`src/sbhf_map.svh`:
```
`ifndef SBHF_MAP_SVH
`define SBHF_MAP_SVH

// synchroniser lanes, one per pin input
`define SBHF_IN_FLUSH 0
`define SBHF_IN_HOLD 1
`define SBHF_IN_STROBE 2
`define SBHF_IN_ROLE 3
`define SBHF_IN_PINS 4

// own output pins as compared in checker role
`define SBHF_PIN_HIT 0
`define SBHF_PIN_SNOOP_HIT_MODIFIED_OUT 1
`define SBHF_PIN_FP_ERROR_OUT 2
`define SBHF_PIN_ACK 3
`define SBHF_PIN_BT 4
`define SBHF_OWN_PINS 5

// reset levels
`define SBHF_RST_NEG_B 1'b1
`define SBHF_RST_LOW 1'b0

`endif

```
`src/sbhf_pkg.sv`:
```
package sbhf_pkg;

	typedef enum logic [4:0] {
		FL_IDLE = 5'h01,
		FL_WB = 5'h02,
		FL_INV = 5'h04,
		FL_ACK = 5'h08,
		FL_DONE = 5'h10
	} sbhf_flush_t;

	typedef enum logic [2:0] {
		HD_IDLE = 3'h1,
		HD_WAIT = 3'h2,
		HD_HELD = 3'h4
	} sbhf_hold_t;

endpackage

```
`src/sbhf_sync_if.sv`:
```
`timescale 1ns/1ps
interface sbhf_sync_if #(
	parameter int W = 4
);
	logic [W-1:0] raw;
	logic [W-1:0] clean;

	modport sync (
		input raw,
		output clean
	);

	modport user (
		output raw,
		input clean
	);
endinterface

```
`src/sbhf_insync.sv`:
```
`timescale 1ns/1ps
module sbhf_insync #(
	parameter int W = 4
) (
	input wire logic clk, // device clock
	sbhf_sync_if.sync sif // raw pins in, filtered levels out
);
	// no reset: the chain must keep running while reset is applied
	logic [W-1:0] s1_q;
	logic [W-1:0] s2_q;
	logic [W-1:0] s3_q;
	logic [W-1:0] clean_q;
	logic [W-1:0] agree;

	assign agree = ~(s2_q ^ s3_q);

	always_ff @(posedge clk) begin
		s1_q <= sif.raw;
		s2_q <= s1_q;
		s3_q <= s2_q;
		clean_q <= (agree & s2_q) | (~agree & clean_q);
	end

	assign sif.clean = clean_q;
endmodule

```
`src/sbhf_ctrl.sv`:
```
`timescale 1ns/1ps
`include "sbhf_map.svh"
// Functional notes
// - drive fp error pin on unmasked error
// - flush writes back modified, then invalidates caches
// - flush ends with acknowledge special cycle
// - flush low at reset release: tristate test
// - master role drives pins normally
// - checker floats outputs except internal error
// - role latched at reset, held until next
// - snoop hit asserted two clocks after strobe
// - snoop miss negates hit two clocks after
// - hit changes only on inquire cycles
// - hit-modified asserted after modified line hit
// - hold: finish cycles, float, then acknowledge
// - bus stays floated while hold remains
// - hold ignored during locked cycles
// - hold answered even during reset
// - pending cycle starts when acknowledge drops
// - branch pulse high exactly one clock
// - branch pulse driven during hold too
// - checker mismatch raises error two clocks later
module sbhf_ctrl import sbhf_pkg::*; #(
	parameter int CW = 8 // core outputs compared in checker role
) (
	input wire logic clk, // 50 MHz device clock
	input wire logic rst_b, // asynchronous reset
	input wire logic flush_b_pin, // cache flush request pin
	input wire logic hold_pin, // bus hold request pin
	input wire logic snoop_addr_strobe_b, // inquire address strobe pin
	input wire logic redundancy_role_sel_b, // low selects checker role
	output logic snoop_lookup_req, // pulse: look up snoop address
	input wire logic snoop_lookup_hit, // lookup hit a valid line
	input wire logic snoop_lookup_hit_mod, // lookup hit a modified line
	input wire logic snoop_wb_done, // pulse: snooped line written back
	output logic flush_wb_req, // level: write back modified lines
	input wire logic flush_wb_done, // pulse: flush writebacks finished
	output logic cache_inv_req, // pulse: invalidate both caches
	output logic flush_ack_cyc_req, // level: run flush ack cycle
	input wire logic flush_ack_cyc_done, // pulse: flush ack cycle done
	input wire logic bus_busy, // bus cycles outstanding
	input wire logic bus_locked, // locked sequence in progress
	output logic bus_start_ok, // core may start a bus cycle
	output logic bus_pins_oe_b, // high floats the bus pins
	input wire logic fp_err_unmasked, // unmasked fp error pending
	input wire logic branch_taken_evt, // one cycle per taken branch
	output logic snoop_hit_b, // hit pin
	output logic snoop_hit_oe_b, // hit pin enable
	output logic snoop_hit_modified_out_b, // hit-modified pin
	output logic snoop_snoop_hit_modified_out_oe_b, // hit-modified pin enable
	output logic fp_error_out_b, // fp error pin
	output logic fp_error_oe_b, // fp error pin enable
	output logic bus_grant_ack, // hold acknowledge pin
	output logic bus_grant_ack_oe_b, // hold acknowledge pin enable
	output logic branch_taken_pulse, // branch taken pin
	output logic branch_taken_oe_b, // branch taken pin enable
	output logic internal_error_out_b, // internal error pin
	output logic internal_error_oe_b, // internal error pin enable
	input wire logic [`SBHF_OWN_PINS-1:0] own_pin_in, // own pin levels
	input wire logic [CW-1:0] core_pin_exp, // core outputs computed
	input wire logic [CW-1:0] core_pin_in, // core pin levels
	output logic tristate_test, // tristate test mode latched
	output logic checker_mode // checker role latched
);
	localparam int PW = `SBHF_OWN_PINS + CW;

	sbhf_sync_if #(.W(`SBHF_IN_PINS)) in_if ();

	assign in_if.raw[`SBHF_IN_FLUSH] = flush_b_pin;
	assign in_if.raw[`SBHF_IN_HOLD] = hold_pin;
	assign in_if.raw[`SBHF_IN_STROBE] = snoop_addr_strobe_b;
	assign in_if.raw[`SBHF_IN_ROLE] = redundancy_role_sel_b;

	sbhf_insync #(.W(`SBHF_IN_PINS)) u_sync (
		.clk(clk),
		.sif(in_if.sync)
	);

	logic flush_act;
	logic hold_act;
	logic strobe_act;
	logic role_chk;

	assign flush_act = ~in_if.clean[`SBHF_IN_FLUSH];
	assign hold_act = in_if.clean[`SBHF_IN_HOLD];
	assign strobe_act = ~in_if.clean[`SBHF_IN_STROBE];
	assign role_chk = ~in_if.clean[`SBHF_IN_ROLE];

	// straps caught at the first edge after reset release
	logic strap_done_q;
	logic tristate_q;
	logic checker_q;

	always_ff @(posedge clk or negedge rst_b) begin
		if (!rst_b) begin
			strap_done_q <= `SBHF_RST_LOW;
		end else begin
			strap_done_q <= 1'b1;
		end
	end

	always_ff @(posedge clk or negedge rst_b) begin
		if (!rst_b) begin
			tristate_q <= `SBHF_RST_LOW;
			checker_q <= `SBHF_RST_LOW;
		end else if (!strap_done_q) begin
			tristate_q <= flush_act;
			checker_q <= role_chk;
		end
	end

	assign tristate_test = tristate_q;
	assign checker_mode = checker_q;

	// inquire cycles
	logic strobe_prev_q;
	logic snoop_start;
	logic snoop_req_q;
	logic hit_b_q;
	logic snoop_hit_modified_out_b_q;
	logic snoop_hit_modified_out_d;
	logic run_ok;

	// one inquire per strobe assertion, address already on the pins
	// normal operation: straps taken and not in test mode
	assign run_ok = strap_done_q & ~tristate_q;
	assign snoop_start = strobe_act & ~strobe_prev_q & run_ok;
	assign snoop_lookup_req = snoop_start;
	// a new modified hit wins over a writeback finishing
	assign snoop_hit_modified_out_d = (snoop_req_q & snoop_lookup_hit_mod) |
		(~snoop_hit_modified_out_b_q & ~snoop_wb_done);

	always_ff @(posedge clk or negedge rst_b) begin
		if (!rst_b) begin
			strobe_prev_q <= `SBHF_RST_LOW;
			snoop_req_q <= `SBHF_RST_LOW;
		end else begin
			strobe_prev_q <= strobe_act;
			snoop_req_q <= snoop_start;
		end
	end

	always_ff @(posedge clk or negedge rst_b) begin
		if (!rst_b) begin
			hit_b_q <= `SBHF_RST_NEG_B;
		end else if (snoop_req_q) begin
			hit_b_q <= ~snoop_lookup_hit;
		end
	end

	always_ff @(posedge clk or negedge rst_b) begin
		if (!rst_b) begin
			snoop_hit_modified_out_b_q <= `SBHF_RST_NEG_B;
		end else begin
			snoop_hit_modified_out_b_q <= ~snoop_hit_modified_out_d;
		end
	end

	assign snoop_hit_b = hit_b_q;
	assign snoop_hit_modified_out_b = snoop_hit_modified_out_b_q;

	// fp error and branch trace
	logic fp_error_out_b_q;
	logic bt_q;

	always_ff @(posedge clk or negedge rst_b) begin
		if (!rst_b) begin
			fp_error_out_b_q <= `SBHF_RST_NEG_B;
		end else begin
			fp_error_out_b_q <= ~fp_err_unmasked;
		end
	end

	always_ff @(posedge clk or negedge rst_b) begin
		if (!rst_b) begin
			bt_q <= `SBHF_RST_LOW;
		end else begin
			bt_q <= branch_taken_evt;
		end
	end

	assign fp_error_out_b = fp_error_out_b_q;
	assign branch_taken_pulse = bt_q;

	// cache flush sequence
	sbhf_flush_t fl_q;
	sbhf_flush_t fl_d;

	always_comb begin
		fl_d = fl_q;
		unique case (fl_q)
			FL_IDLE: begin
				if (flush_act && run_ok) begin
					fl_d = FL_WB;
				end
			end
			FL_WB: begin
				if (flush_wb_done) begin
					fl_d = FL_INV;
				end
			end
			FL_INV: begin
				fl_d = FL_ACK;
			end
			FL_ACK: begin
				if (flush_ack_cyc_done) begin
					fl_d = FL_DONE;
				end
			end
			FL_DONE: begin
				if (!flush_act) begin
					fl_d = FL_IDLE;
				end
			end
			default: begin
				fl_d = FL_IDLE;
			end
		endcase
	end

	always_ff @(posedge clk or negedge rst_b) begin
		if (!rst_b) begin
			fl_q <= FL_IDLE;
		end else begin
			fl_q <= fl_d;
		end
	end

	assign flush_wb_req = (fl_q == FL_WB);
	assign cache_inv_req = (fl_q == FL_INV);
	assign flush_ack_cyc_req = (fl_q == FL_ACK);

	// bus hold handshake
	sbhf_hold_t hd_q;
	sbhf_hold_t hd_d;
	logic ack_q;
	logic hold_take;
	logic bus_quiet;
	logic ack_pin;

	function automatic logic ack_level(input logic run_b, input logic held,
		input logic req);
		return run_b ? held : req;
	endfunction

	// a locked sequence keeps the request from being recognised
	assign hold_take = hold_act & ~bus_locked;
	assign bus_quiet = ~bus_busy & ~bus_locked;

	always_comb begin
		hd_d = hd_q;
		unique case (hd_q)
			HD_IDLE: begin
				if (hold_take) begin
					hd_d = HD_WAIT;
				end
			end
			HD_WAIT: begin
				if (!hold_act) begin
					hd_d = HD_IDLE;
				end else if (bus_quiet) begin
					hd_d = HD_HELD;
				end
			end
			HD_HELD: begin
				if (!hold_act) begin
					hd_d = HD_IDLE;
				end
			end
			default: begin
				hd_d = HD_IDLE;
			end
		endcase
	end

	always_ff @(posedge clk or negedge rst_b) begin
		if (!rst_b) begin
			hd_q <= HD_IDLE;
			ack_q <= `SBHF_RST_LOW;
		end else begin
			hd_q <= hd_d;
			ack_q <= (hd_d == HD_HELD);
		end
	end

	// during reset the request is mirrored straight to the acknowledge
	assign ack_pin = ack_level(rst_b, ack_q, hold_act);
	assign bus_grant_ack = ack_pin;
	// new cycles may go out in the same clock the acknowledge drops
	assign bus_start_ok = rst_b & (hd_q == HD_IDLE) & ~hold_take &
		strap_done_q;

	// pin drive: checker mode floats everything but error pin, test mode floats all
	logic float_all;

	assign float_all = tristate_q | checker_q;
	assign snoop_hit_oe_b = float_all;
	assign snoop_snoop_hit_modified_out_oe_b = float_all;
	assign fp_error_oe_b = float_all;
	assign bus_grant_ack_oe_b = float_all;
	// not affected by hold, only by the role and test straps
	assign branch_taken_oe_b = float_all;
	assign internal_error_oe_b = tristate_q;
	assign bus_pins_oe_b = float_all | ack_pin;

	// redundancy check: pins sampled, compared one clock later
	logic [`SBHF_OWN_PINS-1:0] own_exp;
	logic [PW-1:0] exp_now;
	logic [PW-1:0] exp_q;
	logic [PW-1:0] pin_q;
	logic internal_error_out_b_q;
	logic chk_miss;

	assign own_exp[`SBHF_PIN_HIT] = hit_b_q;
	assign own_exp[`SBHF_PIN_SNOOP_HIT_MODIFIED_OUT] = snoop_hit_modified_out_b_q;
	assign own_exp[`SBHF_PIN_FP_ERROR_OUT] = fp_error_out_b_q;
	assign own_exp[`SBHF_PIN_ACK] = bus_grant_ack;
	assign own_exp[`SBHF_PIN_BT] = bt_q;
	assign exp_now = {core_pin_exp, own_exp};

	assign chk_miss = checker_q & (pin_q != exp_q);

	always_ff @(posedge clk or negedge rst_b) begin
		if (!rst_b) begin
			exp_q <= '0;
			pin_q <= '0;
		end else begin
			exp_q <= exp_now;
			pin_q <= {core_pin_in, own_pin_in};
		end
	end

	always_ff @(posedge clk or negedge rst_b) begin
		if (!rst_b) begin
			internal_error_out_b_q <= `SBHF_RST_NEG_B;
		end else begin
			internal_error_out_b_q <= ~chk_miss;
		end
	end

	assign internal_error_out_b = internal_error_out_b_q;
endmodule

```
`config.mk`:
```
export PLATFORM = sky130hd
export DESIGN_NAME = sbhf_ctrl
export DESIGN_NICKNAME = d
export VERILOG_FILES = /design/src/sbhf_pkg.sv /design/src/sbhf_sync_if.sv /design/src/sbhf_insync.sv /design/src/sbhf_ctrl.sv
export VERILOG_INCLUDE_DIRS = /design/src
export SDC_FILE = /design/constraint.sdc
export NUM_CORES = 1
export LEC_CHECK = 0
export BUFFER_PORTS_ARGS = -buffer_cell sky130_fd_sc_hd__clkbuf_2
export CORE_AREA = 2 2 68 70
export DETAILED_ROUTE_END_ITERATION = 12
export DIE_AREA = 0 0 70 72
export PLACE_DENSITY = 0.83
export SKIP_LAST_GASP = 1
export SLEW_MARGIN = 20
export SYNTH_ARGS = -nofsm -noshare
export SYNTH_HDL_FRONTEND = slang
export SYNTH_SLANG_ARGS = --single-unit
```
`constraint.sdc`:
```
create_clock -name clk -period 1.6 [get_ports clk]
set_input_delay 0.08 -clock clk [delete_from_list [all_inputs] [get_ports clk]]
set_output_delay 0.08 -clock clk [all_outputs]
set_load 0.01 [all_outputs]
```
==> flow_metrics.py <==
metrics = {
    "sta": {
        "fmax_mhz": 626,
        "setup_violations": 0,
        "fin_skew_ns": 0.00429,
        "period_needed_ns": 1.60,
        "setup_slack_ns": 0.00329,
        "rsz0062_at_grt": "true",
        "holdWs_ns": 0.0305,
        "drv_slew": 0,
        "layout_worst_path_cycle_share_pct": 99.8,
        "hold_viol": 0,
    },
    "layout": {
        "diodes": 0,
        "area_delta_synth_final_pct": 45.6,
        "layout_common_cells": "clkbuf_2 (53), dfrtp_1 (38), dlygate4sd3_1 (32)",
        "final_common_cell": "clkbuf_2",
        "drive_gt1_share_pct": 36.7,
        "stdcell_count": 297,
        "fin_util_pct": 70.0,
        "fin_nets": 276,
    },
    "route": {
        "via_per_inst": 4.78,
        "top_layer": "met4",
        "wl_per_cell_um": 14.1,
        "drt_iter0_drc": 68,
        "wl_met2_um": 2090,
        "drtAntennaViolNets": 0,
        "met3RoutedLength_um": 251,
        "drt_first_pass_iters": 4,
        "vias": 1420,
        "wl_met1_um": 1710,
        "wirelength_um": 4180,
        "drc": 0,
    },
    "clocking": {
        "cts_tree": "built",
        "clock_sinks": 61,
        "cts.clk_slew.worst_paths_ns": 0.06,
        "htree_levels": 3,
        "cts.path.max_buffers": 2,
        "clk-insertion-delay-late_ns": 0.33,
        "cts_root_buf": "clkbuf_8",
        "cts_buffers": 9,
    },
    "logic_synthesis": {
        "yosysWarningCount": 0,
        "syn-num-nets": 181,
        "synth.avg_cell_area_um2": 14.1,
        "ys.flop_type": "dfrtp_1",
        "async_reset_ff_share_pct": 73.8,
        "ys_ff_latch": 61,
        "synthTopCellsByArea": "dfrtp_1 (48%), dfxtp_1 (12%), dfstp_2 (7.7%), edfxtp_1 (5.9%), xnor2_1 (4.7%)",
        "yosysTopAreaCell": "dfrtp_1",
        "yosysTopAreaCellShare_pct": 47.6,
        "synth_cells": 145,
        "synth_cell_types": 36,
        "ys_seq_area_share_pct": 72.9,
        "synth-edff-count": 4,
        "syn_area_um2": 2050,
    },
    "setup_path": {
        "end_kind": "primary output",
        "critPathKind": "register to primary output",
        "cp_top_family": "flip-flops",
        "slowest_stage": "dfstp_2",
        "critical_path.cell_chain": "nand2_1 > a2111oi_2 > buf_2",
        "crit_cells": 3,
        "critPathMaxFanout": 5,
        "crit_arrival_ns": 1.52,
        "r2r_slack_ns": 0.11,
        "critPathMaxStageDelay_ns": 0.57,
        "ff2ff_path_depth": 4,
        "startpoint_type": "register",
        "crit_buf_inv": 1,
        "critical_path_required_ns": 1.52,
    },
    "die": {
        "die-area_um2": 5040,
        "die_w_um": 70,
        "num_io_pins": 56,
        "coreArea_um2": 4260,
        "rows": 24,
        "start_util_pct": 48.1,
        "fp.dieH_um": 72,
    },
    "run": {
        "drv_cap": 0,
    },
    "place": {
        "place_inst": 247,
        "gp_congestion": 0.839,
        "dp_hpwl_um": 2380,
        "port_buffers": 55,
        "place_ws_ns": 0.146,
    },
    "power_and_ir_drop": {
        "p_leak_nw": 1.39,
        "cellPowerDensity_nw_per_um2": 1290,
        "finalPower_mw": 3.84,
        "ir_drop_uv": 933,
    },
    "grt": {
        "grt.total_usage_pct": 17.5,
        "grt_pass1_vias": 1405,
        "antenna_found_initial": 0,
        "grt_max_degree": 42,
        "grt_pass1_wl_um": 6470,
        "gr-total-overflow": 0,
    },
    "run_status": {
        "status": "finished, final reports clean",
    },
    "worst_hold_path": {
        "hold_class": "input pin to register",
        "min_path_cells": 3,
    },
}
-- flip-flops by register name (all words and copies together), names as in the netlist, 3 cells and up, named ones only --
signal	cells
exp_q	13
fl_q	5
hd_q	3
pin_q	13
u_sync.s1_q	4
u_sync.s2_q	4
u_sync.s3_q	4
-- area by class of cell --
type / count / area [µm²]
flip-flops and latches: 61 / 1500
repair buffers: 90 / 624
multi-input cells: 70 / 512
inverters: 8 / 30.0
clock inverters: 5 / 106
fillers: 276 / 1280
well taps: 52 / 65.1
clock buffers: 11 / 151
-- routing by layer --
layer  vias to the layer above  global-route usage [%]
li1                        674                       -
met1                       683                    19.5
met2                        49                    29.0
met3                        14                    5.69
met4                         0                    11.8
met5                         -                       0
-- power by group --
part / switching [mW] / total, mW / internal [mW]
logic: 0.171 / 0.376 / 0.205
registers: 0.0808 / 1.77 / 1.68
clock network: 0.581 / 1.70 / 1.12
-- repair_timing --
| action | CTS | global route |
|---|---|---|
| buffers inserted | 0 | 2 |
| endpoints found under the setup margin | 3 | 5 |
| resized for setup | 6 | 8 |
| hold buffers | 32 | 0 |
| endpoints found under the hold margin | 70 | 0 |
-- cells in the mapped netlist (3+ instances only) --
master and count:
xor2_1 7, nor2_1 7, nor4_1 3, nand2_1 4, dfstp_2 6, xnor2_1 11, dfxtp_1 12, nor3_1 3
dfrtp_1 39, inv_1 8, o21ai_0 5, buf_4 5, nand2b_1 3, edfxtp_1 4
-- tightest hold or removal path: stages --
cell,delay (ns)
clkbuf_2,0.09
inv_1,0.06
a21o_1,0.10
-- cell families after synthesis --
logic type	share of synthesized area, %
flops	72.9
simple gates	8.49
xor+xnor	7.69
compound gates	6.23
buf+inv	3.48
mux	1.04
other cells	0.183
-- stage by stage --
step | instance area, µm² | TNS [ns]
floorplan | 2050 | 0
global placement | 2360 | 0
detailed placement | 2360 | 0
CTS | 2950 | -0.0125
global route | 2980 | -0.0656
finish | 2980 | 0
-- worst paths after layout --
path | to | start
hold / removal | fl_q[3] | flush_ack_cyc_done
hold reg to reg | u_sync.s2_q[3] | u_sync.s1_q[3]
max in group asynchronous | fl_q[3] | rst_b
setup / recovery | bus_start_ok | hd_q[0]
setup reg to reg | internal_error_out_b | exp_q[6]
min in group asynchronous | ack_q | rst_b
(Power assumes the default switching activity.)
